**src/rtl/uls_pkg.sv**
```systemverilog
// constants, field positions and types shared by the line status block
// assumes one 100 MHz clock and an 8-bit register port with 3 address bits
package uls_pkg;

  // register port shape
  localparam int unsigned ADDR_W   = 3;
  localparam int unsigned DATA_W   = 8;

  // queue shape: 16 entries, pointer and fill count widths
  localparam int unsigned DEPTH    = 16;
  localparam int unsigned PTR_W    = 4;
  localparam int unsigned CNT_W    = 5;
  localparam logic [4:0]  CAP_FIFO = 5'h10;
  localparam logic [4:0]  CAP_ONE  = 5'h01;

  // receive entry: data in [7:0], tags above it
  localparam int unsigned RX_W     = 11;
  localparam int unsigned TAG_PE   = 8;
  localparam int unsigned TAG_FE   = 9;
  localparam int unsigned TAG_BI   = 10;
  localparam logic [10:0] BRK_ENTRY = 11'h400;

  // register offsets
  localparam logic [2:0] OFS_DATA  = 3'h0;
  localparam logic [2:0] OFS_LSW   = 3'h1;
  localparam logic [2:0] OFS_CTRL  = 3'h2;
  localparam logic [2:0] OFS_EVT   = 3'h3;
  localparam logic [2:0] OFS_MASK  = 3'h4;

  // line_status_word bit positions
  localparam int unsigned LSW_DR   = 0;
  localparam int unsigned LSW_OE   = 1;
  localparam int unsigned LSW_PE   = 2;
  localparam int unsigned LSW_FE   = 3;
  localparam int unsigned LSW_BI   = 4;
  localparam int unsigned LSW_THRE = 5;
  localparam int unsigned LSW_TEMT = 6;
  localparam int unsigned LSW_FERR = 7;

  // control register fields and reset values
  localparam int unsigned CTRL_FIFO_EN  = 0;
  localparam int unsigned CTRL_FRAME_LO = 4;
  localparam int unsigned CTRL_FRAME_HI = 7;
  localparam logic [7:0]  CTRL_RST      = 8'hA0;
  localparam logic [4:0]  MASK_RST      = 5'h00;

  // event status bits
  localparam int unsigned EVT_W    = 5;
  localparam int unsigned EVT_RX   = 0;
  localparam int unsigned EVT_OE   = 1;
  localparam int unsigned EVT_ERR  = 2;
  localparam int unsigned EVT_BI   = 3;
  localparam int unsigned EVT_THRE = 4;

  // break detector states
  typedef enum logic [2:0] {
    BRK_IDLE  = 3'b001,
    BRK_COUNT = 3'b010,
    BRK_HELD  = 3'b100
  } uls_brk_state_t;

endpackage

```
**src/rtl/uls_mem.sv**
```systemverilog
// small two-port memory with a registered read port
// assumes one clock; a write to the address being read is passed through
module uls_mem #(
  parameter int unsigned W  = 8,
  parameter int unsigned D  = 16,
  parameter int unsigned AW = 4
) (
  // clock and reset
  input  wire logic          sys_clk_in,
  input  wire logic          reset_n_in,
  // write port
  input  wire logic          wr_en_in,
  input  wire logic [AW-1:0] wr_addr_in,
  input  wire logic [W-1:0]  wr_data_in,
  // read port
  input  wire logic [AW-1:0] rd_addr_in,
  output logic      [W-1:0]  rd_data_out
);

  typedef struct packed {
    logic [D-1:0][W-1:0] mem;
    logic [W-1:0]        q;
  } uls_mem_state_t;

  uls_mem_state_t st_reg;
  uls_mem_state_t st_next;

  // store and read, with write-through on address match
  always_comb
  begin
    st_next = st_reg;
    if (wr_en_in)
    begin
      st_next.mem[wr_addr_in] = wr_data_in;
    end
    st_next.q = st_next.mem[rd_addr_in];
  end

  always_ff @(posedge sys_clk_in or negedge reset_n_in)
  begin
    if (!reset_n_in)
    begin
      st_reg <= '0;
    end
    else
    begin
      st_reg <= st_next;
    end
  end

  assign rd_data_out = st_reg.q;

endmodule // uls_mem

```
**src/rtl/uls_line_status.sv**
```systemverilog
// line status flags of a serial transceiver, receive and transmit queues
// assumes a receiver giving finished characters and bit-time ticks, and a
// transmit shifter that takes characters by handshake; one clock domain
//
// What this block does
// RULE_01: queue mode: bit 7 set while receive queue holds a parity, framing or break character. Here a status read clears it even while one remains.
// RULE_02: reading line_status_word clears bit 7.
// RULE_03: single-buffer mode: bit 6 high when holding and shift registers both empty.
// RULE_04: queue mode: bit 6 high when transmit queue and shifter both empty.
// RULE_05: single-buffer mode: bit 5 sets when the shifter takes the held character.
// RULE_06: single-buffer mode: bit 5 clears with the processor write of a character.
// RULE_07: bit 5 raises an interrupt when its enable is on.
// RULE_08: queue mode: bit 5 set when queue empties, cleared by one written byte.
// RULE_09: bit 4 reports break after serial input low a whole frame.
// RULE_10: a continuing break loads only one break character.
// RULE_11: error and break flags read zero when nothing was detected.
// RULE_12: bit 3 is framing error of the character at queue top.
// RULE_13: bit 2 is parity error of the character at queue top.
// RULE_14: bit 1 flags overrun when full; queue contents are kept.
// RULE_15: bit 0 high while received data is held.
// RULE_16: a break is stored as an all-zero character tagged as break.
//
// The strobed register port and the placing of the registers are this design's own decisions.
module uls_line_status (
  // clock and reset
  input  wire logic       sys_clk_in,
  input  wire logic       reset_n_in,
  // register port
  input  wire logic [2:0] addr_in,
  input  wire logic [7:0] wr_data_in,
  input  wire logic       wr_strobe_in,
  input  wire logic       rd_strobe_in,
  output logic      [7:0] rd_data_out,
  // receiver side
  input  wire logic       rx_line_in,
  input  wire logic       rx_bit_tick_in,
  input  wire logic       rx_char_valid_in,
  input  wire logic [7:0] rx_char_data_in,
  input  wire logic       rx_parity_err_in,
  input  wire logic       rx_framing_err_in,
  // transmit shifter side
  output logic            tx_char_valid_out,
  output logic      [7:0] tx_char_data_out,
  input  wire logic       tx_char_take_in,
  input  wire logic       tx_shift_busy_in,
  // interrupt
  output logic            irq_out
);

  typedef struct packed {
    logic [7:0]                 ctrl;
    logic [4:0]                 mask;
    logic [4:0]                 evt;
    logic [7:0]                 rd_data;
    logic [3:0]                 rx_wp;
    logic [3:0]                 rx_rp;
    logic [4:0]                 rx_cnt;
    logic [3:0]                 tx_wp;
    logic [3:0]                 tx_rp;
    logic [4:0]                 tx_cnt;
    logic                       oe;
    logic                       ferr;
    logic [4:0]                 err_cnt;
    uls_pkg::uls_brk_state_t    brk_state;
    logic [3:0]                 brk_cnt;
  } uls_state_t;

  uls_state_t  st_reg;
  uls_state_t  st_next;

  // address match, used by every strobe decode
  function automatic logic bus_hit(input logic [2:0] a, input logic [2:0] ofs);
    bus_hit = (a == ofs);
  endfunction

  // any error tag on a receive entry
  function automatic logic is_err(input logic [10:0] e);
    is_err = e[uls_pkg::TAG_PE] | e[uls_pkg::TAG_FE] | e[uls_pkg::TAG_BI];
  endfunction

  logic        fifo_en;
  logic [3:0]  frame_bits;
  logic [4:0]  cap;
  logic        rx_has;
  logic        rx_full;
  logic        tx_empty;
  logic        data_wr;
  logic        ctrl_wr;
  logic        mask_wr;
  logic        lsw_rd;
  logic        data_rd;
  logic        evt_rd;
  logic        flush;
  logic [3:0]  brk_cnt_inc;
  logic        brk_push;
  logic        char_in;
  logic        rx_new;
  logic        rx_push;
  logic        overrun;
  logic [10:0] rx_entry;
  logic [10:0] rx_q;
  logic        push_err;
  logic        pop_err;
  logic        tx_pop;
  logic        thre_rise;
  logic [7:0]  lsw;
  logic [4:0]  evt_set;
  logic [4:0]  err_cnt_nx;

  // mode and capacity: one entry deep unless queue mode is on
  assign fifo_en    = st_reg.ctrl[uls_pkg::CTRL_FIFO_EN];
  assign frame_bits = st_reg.ctrl[uls_pkg::CTRL_FRAME_HI:uls_pkg::CTRL_FRAME_LO];
  assign cap        = fifo_en ? uls_pkg::CAP_FIFO : uls_pkg::CAP_ONE;
  assign rx_has     = (st_reg.rx_cnt != 5'h00);
  assign rx_full    = (st_reg.rx_cnt >= cap);
  assign tx_empty   = (st_reg.tx_cnt == 5'h00);

  // register port decode; writes to a full transmit queue are dropped
  assign data_wr = wr_strobe_in & bus_hit(addr_in, uls_pkg::OFS_DATA) & (st_reg.tx_cnt < cap);
  assign ctrl_wr = wr_strobe_in & bus_hit(addr_in, uls_pkg::OFS_CTRL);
  assign mask_wr = wr_strobe_in & bus_hit(addr_in, uls_pkg::OFS_MASK);
  assign lsw_rd  = rd_strobe_in & bus_hit(addr_in, uls_pkg::OFS_LSW);
  assign data_rd = rd_strobe_in & bus_hit(addr_in, uls_pkg::OFS_DATA) & rx_has;
  assign evt_rd  = rd_strobe_in & bus_hit(addr_in, uls_pkg::OFS_EVT);
  assign flush   = ctrl_wr & (wr_data_in[uls_pkg::CTRL_FIFO_EN] != fifo_en);

  // break: low for frame_bits bit ticks, one entry per break
  assign brk_cnt_inc = (st_reg.brk_state == uls_pkg::BRK_IDLE) ? 4'h1 : st_reg.brk_cnt + 4'h1;
  assign brk_push    = ~rx_line_in & rx_bit_tick_in & (brk_cnt_inc == frame_bits)
                       & (st_reg.brk_state != uls_pkg::BRK_HELD);             // [RULE_09] [RULE_10]

  // receive queue entry and admission
  assign char_in  = rx_char_valid_in & (st_reg.brk_state != uls_pkg::BRK_HELD) & ~brk_push;
  assign rx_new   = brk_push | char_in;
  assign overrun  = rx_new & rx_full & ~flush;                                // [RULE_14]
  assign rx_push  = rx_new & ~rx_full & ~flush;                               // [RULE_14]
  assign rx_entry = brk_push ? uls_pkg::BRK_ENTRY                             // [RULE_16]
                             : {1'b0, rx_framing_err_in, rx_parity_err_in, rx_char_data_in};
  assign push_err = rx_push & is_err(rx_entry);
  assign pop_err  = data_rd & is_err(rx_q);

  // transmit queue drain toward the shifter
  assign tx_pop    = tx_char_take_in & ~tx_empty;
  assign thre_rise = tx_pop & (st_reg.tx_cnt == 5'h01) & ~data_wr & ~flush;   // [RULE_05] [RULE_08]
  assign tx_char_valid_out = ~tx_empty;

  // line_status_word built from live state
  always_comb
  begin
    lsw = 8'h00;
    lsw[uls_pkg::LSW_DR]   = rx_has;                                          // [RULE_15]
    lsw[uls_pkg::LSW_OE]   = st_reg.oe;                                       // [RULE_14]
    lsw[uls_pkg::LSW_PE]   = rx_has & rx_q[uls_pkg::TAG_PE];                  // [RULE_13] [RULE_11]
    lsw[uls_pkg::LSW_FE]   = rx_has & rx_q[uls_pkg::TAG_FE];                  // [RULE_12] [RULE_11]
    lsw[uls_pkg::LSW_BI]   = rx_has & rx_q[uls_pkg::TAG_BI];                  // [RULE_09] [RULE_11]
    lsw[uls_pkg::LSW_THRE] = tx_empty;                                        // [RULE_05] [RULE_08]
    lsw[uls_pkg::LSW_TEMT] = tx_empty & ~tx_shift_busy_in;                    // [RULE_03] [RULE_04]
    lsw[uls_pkg::LSW_FERR] = fifo_en & st_reg.ferr;                           // [RULE_01]
  end

  // sticky event sources
  always_comb
  begin
    evt_set = 5'h00;
    evt_set[uls_pkg::EVT_RX]   = rx_push;
    evt_set[uls_pkg::EVT_OE]   = overrun;
    evt_set[uls_pkg::EVT_ERR]  = push_err;
    evt_set[uls_pkg::EVT_BI]   = brk_push & ~flush;
    evt_set[uls_pkg::EVT_THRE] = thre_rise;                                   // [RULE_07]
  end

  assign err_cnt_nx = flush ? 5'h00 : st_reg.err_cnt + {4'h0, push_err} - {4'h0, pop_err};

  // next state of the whole block
  always_comb
  begin
    st_next = st_reg;
    st_next.rd_data = 8'h00;
    // control and mask writes
    if (ctrl_wr)
    begin
      st_next.ctrl = wr_data_in;
    end
    if (mask_wr)
    begin
      st_next.mask = wr_data_in[4:0];
    end
    // read data for the cycle after the strobe
    if (rd_strobe_in)
    begin
      case (addr_in)
        uls_pkg::OFS_DATA: st_next.rd_data = rx_has ? rx_q[7:0] : 8'h00;
        uls_pkg::OFS_LSW:  st_next.rd_data = lsw;
        uls_pkg::OFS_CTRL: st_next.rd_data = st_reg.ctrl;
        uls_pkg::OFS_EVT:  st_next.rd_data = {3'h0, st_reg.evt};
        uls_pkg::OFS_MASK: st_next.rd_data = {3'h0, st_reg.mask};
        default:           st_next.rd_data = 8'h00;
      endcase
    end
    // event status: set wins over the clearing read
    st_next.evt = evt_set | (st_reg.evt & ~{uls_pkg::EVT_W{evt_rd}});
    // receive and transmit queue pointers and fill
    if (flush)
    begin
      st_next.rx_wp  = 4'h0;
      st_next.rx_rp  = 4'h0;
      st_next.rx_cnt = 5'h00;
      st_next.tx_wp  = 4'h0;
      st_next.tx_rp  = 4'h0;
      st_next.tx_cnt = 5'h00;
    end
    else
    begin
      st_next.rx_wp  = st_reg.rx_wp + {3'h0, rx_push};
      st_next.rx_rp  = st_reg.rx_rp + {3'h0, data_rd};
      st_next.rx_cnt = st_reg.rx_cnt + {4'h0, rx_push} - {4'h0, data_rd};     // [RULE_15]
      st_next.tx_wp  = st_reg.tx_wp + {3'h0, data_wr};                        // [RULE_06]
      st_next.tx_rp  = st_reg.tx_rp + {3'h0, tx_pop};
      st_next.tx_cnt = st_reg.tx_cnt + {4'h0, data_wr} - {4'h0, tx_pop};      // [RULE_06] [RULE_08]
    end
    // overrun: sticky until the status read, a new overrun wins
    st_next.oe = overrun | (st_reg.oe & ~lsw_rd);                             // [RULE_14]
    // error summary: set by an error entry, cleared by read or when none left
    st_next.err_cnt = err_cnt_nx;
    st_next.ferr = push_err | (st_reg.ferr & ~lsw_rd & (err_cnt_nx != 5'h00)); // [RULE_01] [RULE_02]
    // break detector
    unique case (st_reg.brk_state)
      uls_pkg::BRK_IDLE:
      begin
        if (~rx_line_in & rx_bit_tick_in)
        begin
          st_next.brk_cnt   = brk_cnt_inc;
          st_next.brk_state = brk_push ? uls_pkg::BRK_HELD : uls_pkg::BRK_COUNT;
        end
      end
      uls_pkg::BRK_COUNT:
      begin
        if (rx_line_in)
        begin
          st_next.brk_state = uls_pkg::BRK_IDLE;
        end
        else if (rx_bit_tick_in)
        begin
          st_next.brk_cnt   = brk_cnt_inc;
          st_next.brk_state = brk_push ? uls_pkg::BRK_HELD : uls_pkg::BRK_COUNT;
        end
      end
      uls_pkg::BRK_HELD:
      begin
        if (rx_line_in)
        begin
          st_next.brk_state = uls_pkg::BRK_IDLE;                              // [RULE_10]
        end
      end
      default:
      begin
        st_next.brk_state = uls_pkg::BRK_IDLE;
      end
    endcase
  end

  // state register
  always_ff @(posedge sys_clk_in or negedge reset_n_in)
  begin
    if (!reset_n_in)
    begin
      st_reg.ctrl      <= uls_pkg::CTRL_RST;
      st_reg.mask      <= uls_pkg::MASK_RST;
      st_reg.evt       <= 5'h00;
      st_reg.rd_data   <= 8'h00;
      st_reg.rx_wp     <= 4'h0;
      st_reg.rx_rp     <= 4'h0;
      st_reg.rx_cnt    <= 5'h00;
      st_reg.tx_wp     <= 4'h0;
      st_reg.tx_rp     <= 4'h0;
      st_reg.tx_cnt    <= 5'h00;
      st_reg.oe        <= 1'b0;
      st_reg.ferr      <= 1'b0;
      st_reg.err_cnt   <= 5'h00;
      st_reg.brk_state <= uls_pkg::BRK_IDLE;
      st_reg.brk_cnt   <= 4'h0;
    end
    else
    begin
      st_reg <= st_next;
    end
  end

  // receive queue storage, read address follows the next top
  uls_mem #(.W(uls_pkg::RX_W), .D(uls_pkg::DEPTH), .AW(uls_pkg::PTR_W)) u_rx_mem (
    .sys_clk_in  (sys_clk_in),
    .reset_n_in  (reset_n_in),
    .wr_en_in    (rx_push),
    .wr_addr_in  (st_reg.rx_wp),
    .wr_data_in  (rx_entry),
    .rd_addr_in  (st_next.rx_rp),
    .rd_data_out (rx_q)
  );

  // transmit queue storage
  uls_mem #(.W(uls_pkg::DATA_W), .D(uls_pkg::DEPTH), .AW(uls_pkg::PTR_W)) u_tx_mem (
    .sys_clk_in  (sys_clk_in),
    .reset_n_in  (reset_n_in),
    .wr_en_in    (data_wr),
    .wr_addr_in  (st_reg.tx_wp),
    .wr_data_in  (wr_data_in),
    .rd_addr_in  (st_next.tx_rp),
    .rd_data_out (tx_char_data_out)
  );

  // outputs
  assign rd_data_out = st_reg.rd_data;
  assign irq_out     = |(st_reg.evt & st_reg.mask);                           // [RULE_07]
endmodule // uls_line_status

```
**config.mk**
```make
export PLATFORM = sky130hd
export DESIGN_NAME = uls_line_status
export DESIGN_NICKNAME = d
export VERILOG_FILES = /design/src/rtl/uls_pkg.sv /design/src/rtl/uls_mem.sv /design/src/rtl/uls_line_status.sv
export SDC_FILE = /design/constraint.sdc
export NUM_CORES = 1
export LEC_CHECK = 0
export ABC_AREA = 0
export BUFFER_PORTS_ARGS = -buffer_cell sky130_fd_sc_hd__buf_4
export CAP_MARGIN = 0
export CORE_MARGIN = 2
export CORE_UTILIZATION = 50
export DETAILED_ROUTE_END_ITERATION = 8
export PLACE_DENSITY = 0.68
export SYNTH_ARGS = -nofsm -noshare
export SYNTH_HDL_FRONTEND = slang
export SYNTH_SLANG_ARGS = --single-unit
```
**constraint.sdc**
```tcl
create_clock -name sys_clk_in -period 5.75 [get_ports sys_clk_in]
set_input_delay 0.2875 -clock sys_clk_in [delete_from_list [all_inputs] [get_ports sys_clk_in]]
set_output_delay 0.2875 -clock sys_clk_in [all_outputs]
set_load 0.02 [all_outputs]
```
# Yosys cells after proc, flatten, opt, wreduce, memory -nomap -nowiden
# Cells that the tools add are included.
[totals] ff_bits=389 inputBits=30 output_inout_bits=18 word_cells=174
[classes] add_sub_neg=11 magnitude_cmp=8 n_eq_ne=16 mux=28 bitwise=52 n_reduce_logical=10
[op_table] operator="$bwmux 176" n=1
[op_table] operator="$mux 176" n=1
[op_table] operator="$bwmux 128" n=1
[op_table] operator="$mux 128" n=1
[op_table] operator="$bmux 11 s4" n=1
[op_table] operator="$demux 11 s4" n=1
[op_table] operator="$pmux 8 s5" n=1
[op_table] operator="$and 1x1->1" n=33
[op_table] operator="$mux 11" n=3
[op_table] operator="$bmux 8 s4" n=1
[op_table] operator="$demux 8 s4" n=1
[op_table] operator="$mux 8" n=4
[op_table] operator="$mux 26" n=1
[op_table] operator="$lt 4x5->1 const B" n=4
[op_table] operator="$add 4x1->4" n=4
[op_table] operator="$add 5x1->5" n=3
[op_table] operator="$sub 5x1->5" n=3
[op_table] operator="$mux 7" n=2
[op_table] operator="$and 5x5->5" n=2
[op_table] operator="$mux 5" n=2
[op_table] operator="$reduce_bool 5->1" n=2
[op_table] operator="$eq 3x2->1 const B" n=3
[op_table] operator="$mux 3" n=3
[op_table] operator="$pmux 3 s3" n=1
[op_table] operator="other kinds (25)" n=46

# Depth between registers and ports, before layout
# Gate-level depths: netlist of the first run.
[depth] depth_word=17 depth_mapped=22 mapped_depth_nobuf=19

# Hierarchy
# Synthesis of the first run repeated with hierarchy kept, for this count alone.
[unflattened] hier_cells=1792 area_unflattened_um2=19681.4
[by_module_without_submodules] mod="uls_mem at u_rx_mem" instances=1 cells_per_inst=817 area_per_inst_um2=9212.6 seq_area_each_um2=4679.5
[by_module_without_submodules] mod="uls_mem at u_tx_mem" instances=1 cells_per_inst=587 area_per_inst_um2=6592.6 seq_area_each_um2=3403.3
[by_module_without_submodules] mod="uls_line_status" instances=1 cells_per_inst=388 area_per_inst_um2=3876.2 seq_area_each_um2=1655.3

# Worst setup path before layout of the first run
# Ideal clock, no wire load.
[synth_path] path_kind="flip-flop to flip-flop" start="reg st_reg[2] in the netlist's numbering" end="reg st_reg[12] in the netlist's numbering" setup_ps=136 t_arrival_ps=4269 required_ps=5614 slack_ps=1345 stages_incl_launch_ff=20 n_path_buf=3 synth_period_minus_slack_ps=4405 path_cell_list="dfrtp_1 -> and4_1 -> or4_4 -> a2111oi_4 -> nand3_1 -> buf_2 -> clkbuf_1 -> clkbuf_1 -> a21oi_1 -> o31ai_1 -> ha_1 -> inv_1 -> ha_1 -> inv_1 -> fa_1 -> xor2_1 -> nor2_1 -> or3_1 -> o311ai_0 -> nand2_1"
[synth_rtl] element="from (decl)" line_no="uls_line_status.sv:68" text="uls_state_t st_reg;"
[synth_rtl] element="from (signal assigned)" line_no="uls_line_status.sv:285" text="st_reg <= st_next;"

==> run summary, run 1 <==
post-cts gate resize count - 0
Mean Syn Cell Area - 9.83 um^2
vias post-DR - 16200
setup tns final - 0 ns
CP required - 6.24 ns
RSZ-0062 raised after global routing - false
drt first pass iters - 9
CTS HTree Levels - 2
vias in the first global route - 15600
final hold violation count - 0
Relative slew margins - 0.116
Post-CTS Hold Buffers - 12
largest net degree at the start of global routing - 161
initial antenna violation count - 0
initial core utilization - 0.508
placed insts - 2387
TritonCTS Buffers - 44
R2R cell count - 12
area added between synthesis and finish - 11.2%
gr ovfl total - 0
final-report setup violation count - 0
Diodes inserted - 0
CP Class - register to register
Max Cap Viol - 0
Clk pin slew, worst setup/hold paths - 0.07 ns
ys flop type - dfrtp_1
worst-skew pair later-pin latency - 0.59 ns
critical path launch point type - register
share of flip-flops with an asynchronous set or reset - 1.00
crit path cell chain - inv_1, ha_1, nor4b_1, nor4_1, and2_1, ha_1, nand2_1, inv_1, nor2_1, a221oi_1, and3_1, nor4_1
hold depth - 3
DRC errors left - 0
GRT Total Usage - 0.322
DR vias/cell - 6.53
DP Wirelength - 43400 um
PortBufs - 47
Final Max Slew Viols - 0
met3 Usage GRT - 0.0549
hold crit path type - input pin to register
CTS tree - done
Die X-Extent - 200 um
Final Cycle Share - 0.812
Max VDD drop - 0.318 mV
leakage power - 9.68 nW
drt wl/cell - 25.4 um
Post-Route Skew - 0.0254 ns
Mapped Nets - 2016
PwrDens - 538 nW/um^2
Crit. End Element - register
Post-synth EDFFs - 0
Post-Syn Instances - 1950
WHS - 0.0825 ns
clock sink count - 389
status - complete, no violations
Crit path depth - 12
Core Footprint - 37800 um^2
final WL - 62900 um
Cell variety after synth - 90
Crit Path Max Fanout - 20
slowest CP cell - nor2_1
min cycle time layout - 4.67 ns
I/O pin count - 48
global-route wire length before repair - 96800 um
Buf/Inv on CP - 2
Die ar. - 39900 um^2
Worst-Margin Slew - 1.32 ns
max reg flops - 176
CP delay by family, top - simple AND/OR/NAND/NOR gates
die height - 200 um
Synthesis Warnings - 0
Final Cell Area - 21300 um^2
non-filler cells, final - 2480
FF+latch count, synth - 389
routability cong. - 0.989
Antenna Violating Nets Remaining - 0
M1 GR Usage - 0.429
CTS root buffer - clkbuf_16
nets - 2000
met2 usage - 0.505
CP arrival - 5.16 ns
Tot Pwr - 0.0115 W
Max Buffers Root-to-Sink - 3
1st-iter DRT viols - 1634
Post CTS Setup Buffer Count - 0
Area after DPL - 19700 um^2
FMAX - 0.214 GHz
GR peak layer - met2
slowest cell delay on critical path - 1.12 ns
share of cells above drive strength 1 - 0.106
post-synthesis sequential area ratio - 0.508
# rows - 71
Post-Syn Area - 19200 um^2
[through the flow]
stage,utilization,setup WS [ns]
3_5_place_dp,0.523,1.20
6_report,0.565,1.08
3_3_place_gp,0.523,1.33
2_1_floorplan,-,1.34
5_1_grt,0.565,0.726
4_1_cts,0.565,1.16
[layout by cell type (no fill, tap or decap), types with 40 or more instances in the layout]
cell / n
a22oi_1: 48
o22ai_1: 49
nor2_1: 69
clkbuf_16: 45
o21ai_0: 202
dfrtp_1: 386
and2_1: 40
inv_1: 60
a221oi_1: 69
a21oi_1: 43
nand2_1: 320
buf_4: 68
a22o_1: 82
[routing by layer]
| layer | vias up | part of all wire |
|---|---|---|
| met4 | 0 | 0.059 |
| li1 | 7157 | - |
| met2 | 838 | 0.46 |
| met5 | - | 0 |
| met1 | 7987 | 0.41 |
| met3 | 213 | 0.078 |
[power breakdown]
part	internal (W)	switching [W]	total, W
combinational	0.00171	0.00300	0.00471
clock	0.00164	0.00119	0.00283
sequential	0.00348	0.000455	0.00394
total	0.00683	0.00464	0.0115
[final cells by class]
class / instances / area (um^2)
well taps: 511 / 639
multi-input cells: 1353 / 8560
fillers: 3307 / 16400
clock inverters: 17 / 135
clock buffers: 64 / 1320
repair buffers: 83 / 686
flip-flops and latches: 389 / 9740
inverters: 63 / 236
[Yosys cell counts (all sizes together), types with 5 or more instances]
cell type	count	share of area
dfrtp	386	0.50
nand2	322	0.063
o21ai	204	0.053
clkbuf	99	0.019
a22o	82	0.037
nor2	71	0.014
a221oi	69	0.032
inv	63	0.012
o22ai	49	0.016
a22oi	48	0.019
buf	46	0.014
a21oi	43	0.011
and2	42	0.014
mux2	35	0.021
nand3	34	0.011
ha	33	0.022
a221o	22	0.011
nor4	22	0.0075
nor3	21	0.0057
nand4	18	0.0059
o22a	18	0.0082
and3	14	0.0046
mux2i	13	0.0068
nor2b	13	0.0042
xor2	13	0.0059
nand2b	12	0.0039
o211ai	12	0.0047
or3	12	0.0039
a211oi	11	0.0043
a2111oi	9	0.0051
a31oi	9	0.0029
a21o	6	0.0023
a2bb2oi	6	0.0027
xnor2	6	0.0027
o21a	5	0.0020
[logic make-up (layout without fill, tap and decap cells)]
kind of cell / count (synthesis) / in the layout / synth area share
AOI/OAI and AO/OA: 647 / 647 / 0.238
xor gates and xnor gates: 19 / 19 / 0.00868
adders and majority gates: 36 / 36 / 0.0247
buffers and inverters: 208 / 227 / 0.0459
DFF: 389 / 389 / 0.508
muxes: 48 / 48 / 0.0273
and+or+nand+nor: 603 / 603 / 0.148
[path summary, 6_finish.rpt]
kind	startpoint	endpoint	slack, ns
worst max-delay path	st_reg[29]$_DFF_PN0_	u_rx_mem.rd_data_out[1]$_DFF_PN0_	1.08
worst min-delay path	rx_parity_err_in	u_rx_mem.st_reg[85]$_DFF_PN0_	0.08
worst max register to register	st_reg[29]$_DFF_PN0_	u_rx_mem.rd_data_out[1]$_DFF_PN0_	1.08
worst min register to register	u_rx_mem.st_reg[85]$_DFF_PN0_	u_rx_mem.st_reg[85]$_DFF_PN0_	0.47
max in group asynchronous	reset_n_in	u_rx_mem.st_reg[142]$_DFF_PN0_	4.04
min in group asynchronous	reset_n_in	u_tx_mem.st_reg[31]$_DFF_PN0_	0.33
[worst register-to-register path, cell delays in order (launching register included)]
cell and delay, ns:
dfrtp_1 0.39, inv_1 0.13, ha_1 0.18, nor4b_1 0.63, nor4_1 0.12, and2_1 0.26, ha_1 0.49, nand2_1 0.15
inv_1 0.33, nor2_1 1.13, a221oi_1 0.25, and3_1 0.26, nor4_1 0.26
(Power assumes the default switching activity.)
==> run 2, diff against run 1 <==
--- a/config.mk
+++ b/config.mk
@@ -11,7 +11,7 @@
 export CORE_MARGIN = 2
 export CORE_UTILIZATION = 50
 export DETAILED_ROUTE_END_ITERATION = 8
-export PLACE_DENSITY = 0.68
+export PLACE_DENSITY = 0.71
 export SYNTH_ARGS = -nofsm -noshare
 export SYNTH_HDL_FRONTEND = slang
 export SYNTH_SLANG_ARGS = --single-unit
==> constraint.sdc (replaced) <==
create_clock -name sys_clk_in -period 4.2 [get_ports sys_clk_in]
set_input_delay 0.21 -clock sys_clk_in [delete_from_list [all_inputs] [get_ports sys_clk_in]]
set_output_delay 0.21 -clock sys_clk_in [all_outputs]
set_load 0.02 [all_outputs]
==> run 2 against run 1 <==
- combinational power grew 50%
- critical path depth grew 4
- power grew 43%
- cell area grew 3.8%
- non-clock buffer count grew 103
- clock skew grew 0.0087 ns
- via count grew 1.6%
- utilization grew 2.2 points
- wire length grew 1.2%
- register-to-register slack lost 0.87 ns
- worst hold slack lost 0.011 ns
==> run summary, run 2 (synthesis gave the netlist of run 1 again) <==
CP arrival - 4.44 ns
# rows - 71
TritonCTS Buffers - 42
FMAX - 0.251 GHz
DR vias/cell - 6.39
area of the multi-input gates - 8580 um^2
drt first pass iters - 6
Post-Route Skew - 0.0341 ns
1st-iter DRT viols - 1933
GRT Total Usage - 0.330
R2R cell count - 16
worst r2r dst - st_reg[12]$_DFF_PN0_
Clk pin slew, worst setup/hold paths - 0.06 ns
register-to-register setup slack - 0.21 ns
most frequent cells in the layout - dfrtp_1, nand2_1, o21ai_0
Core Footprint - 37800 um^2
share of cells above drive strength 1 - 0.146
I/O pin count - 48
initial antenna violation count - 0
CTS HTree Levels - 2
Max VDD drop - 0.403 mV
Max Cap Viol - 0
Final Cycle Share - 0.949
gr ovfl total - 0
final WL - 63600 um
PortBufs - 47
clock sink count - 389
drt wl/cell - 24.7 um
max reg flops - 176
vias in the first global route - 16600
global-route wire length before repair - 99300 um
Area after DPL - 20500 um^2
Max Buffers Root-to-Sink - 3
DRC errors left - 0
Post CTS Setup Buffer Count - 0
Worst-Margin Slew - 1.12 ns
Relative slew margins - 0.246
worst-skew pair later-pin latency - 0.59 ns
hold worst-path end - st_reg[12]$_DFF_PN0_
die height - 200 um
Final Cell Area - 22100 um^2
Die X-Extent - 200 um
vias post-DR - 16500
hold depth - 4
most common cell after layout, fill and taps aside - dfrtp_1
DP Wirelength - 44500 um
hold crit path type - input pin to register
Final Max Slew Viols - 0
routability cong. - 0.999
CP Class - register to register
initial core utilization - 0.508
CTS tree - done
final hold violation count - 0
Diodes inserted - 0
Antenna Violating Nets Remaining - 0
CTS root buffer - clkbuf_16
min cycle time layout - 3.99 ns
final-report setup violation count - 0
CP required - 4.66 ns
Crit. End Element - register
area added between synthesis and finish - 15.4%
critical path launch point type - register
status - complete, no violations
Crit Path Max Fanout - 6
Hold Startpoint - rd_strobe_in
RSZ-0062 raised after global routing - false
sequential cell area - 9740 um^2
reg2reg start - st_reg[2]$_DFFE_PN0P_
setup tns final - 0 ns
leakage power - 10.2 nW
PwrDens - 740 nW/um^2
nets - 2101
Fill cells - 3264
largest net degree at the start of global routing - 126
Die ar. - 39900 um^2
-- run 2: worst max-delay path by stage --
stage                                from              endpoint  slack, ns  cells after the start
global placement    st_reg[6]$_DFFE_PN0P_  st_reg[12]$_DFF_PN0_       0.20                     16
CTS                 st_reg[6]$_DFFE_PN0P_  st_reg[12]$_DFF_PN0_       0.12                     16
detailed placement  st_reg[6]$_DFFE_PN0P_  st_reg[12]$_DFF_PN0_       0.14                     16
global route        st_reg[0]$_DFFE_PN0P_  st_reg[12]$_DFF_PN0_       0.02                     16
floorplan           st_reg[2]$_DFFE_PN0P_  st_reg[12]$_DFF_PN0_      0.007                     19
finish              st_reg[2]$_DFFE_PN0P_  st_reg[12]$_DFF_PN0_       0.21                     16
-- run 2: what timing repair did --
action / in CTS / in global routing
hold buffers: 16 / 0
gates resized for setup: 0 / 4
endpoints found under the setup margin: 0 / 2
hold endpoints to repair: 93 / 0
-- run 2: final cells by class --
type	instances	share of cell area
Tap cell	511	0.0289
Sequential cell	389	0.440
Multi-Input combinational cell	1353	0.388
Timing Repair Buffer	186	0.0675
Inverter	63	0.0107
Clock inverter	16	0.0114
Clock buffer	58	0.0538
-- run 2: per-stage QoR --
stage	setup WS [ns]	power, W	util	hold WS (ns)	std cells
3_5_place_dp	0.135	0.0122	0.543	0.235	2486
6_report	0.213	0.0164	0.586	0.0712	2576
4_1_cts	0.119	0.0162	0.586	0.0195	2576
2_1_floorplan	0.00700	0.00966	-	-0.0856	1950
3_3_place_gp	0.198	0.0121	0.543	0.229	2486
5_1_grt	0.0175	0.0172	0.586	0.0443	2576
-- run 2: layer usage --
layer  GRT usage  wire (um)
met1       0.424      25500
met2       0.522      29100
met3      0.0607       4800
met5           0          0
met4       0.197       4160
-- run 2: worst max-delay path, stage by stage (launching register included) --
cell       delay [ns]
dfrtp_1          0.44
and4_1           0.20
or4_4            0.50
a2111oi_4        0.37
nand3_2          0.20
a21oi_4          0.19
o31ai_1          0.12
ha_1             0.28
inv_1            0.06
ha_1             0.16
inv_1            0.05
fa_1             0.38
xor2_1           0.14
nor2_1           0.07
or3_1            0.39
o311ai_1         0.23
nand2_1          0.09
-- run 2: power breakdown --
group	total [W]	switching, W	internal, W
Combinational	0.00705	0.00429	0.00276
Clock	0.00393	0.00158	0.00235
Sequential	0.00539	0.000621	0.00477
Total	0.0164	0.00649	0.00988
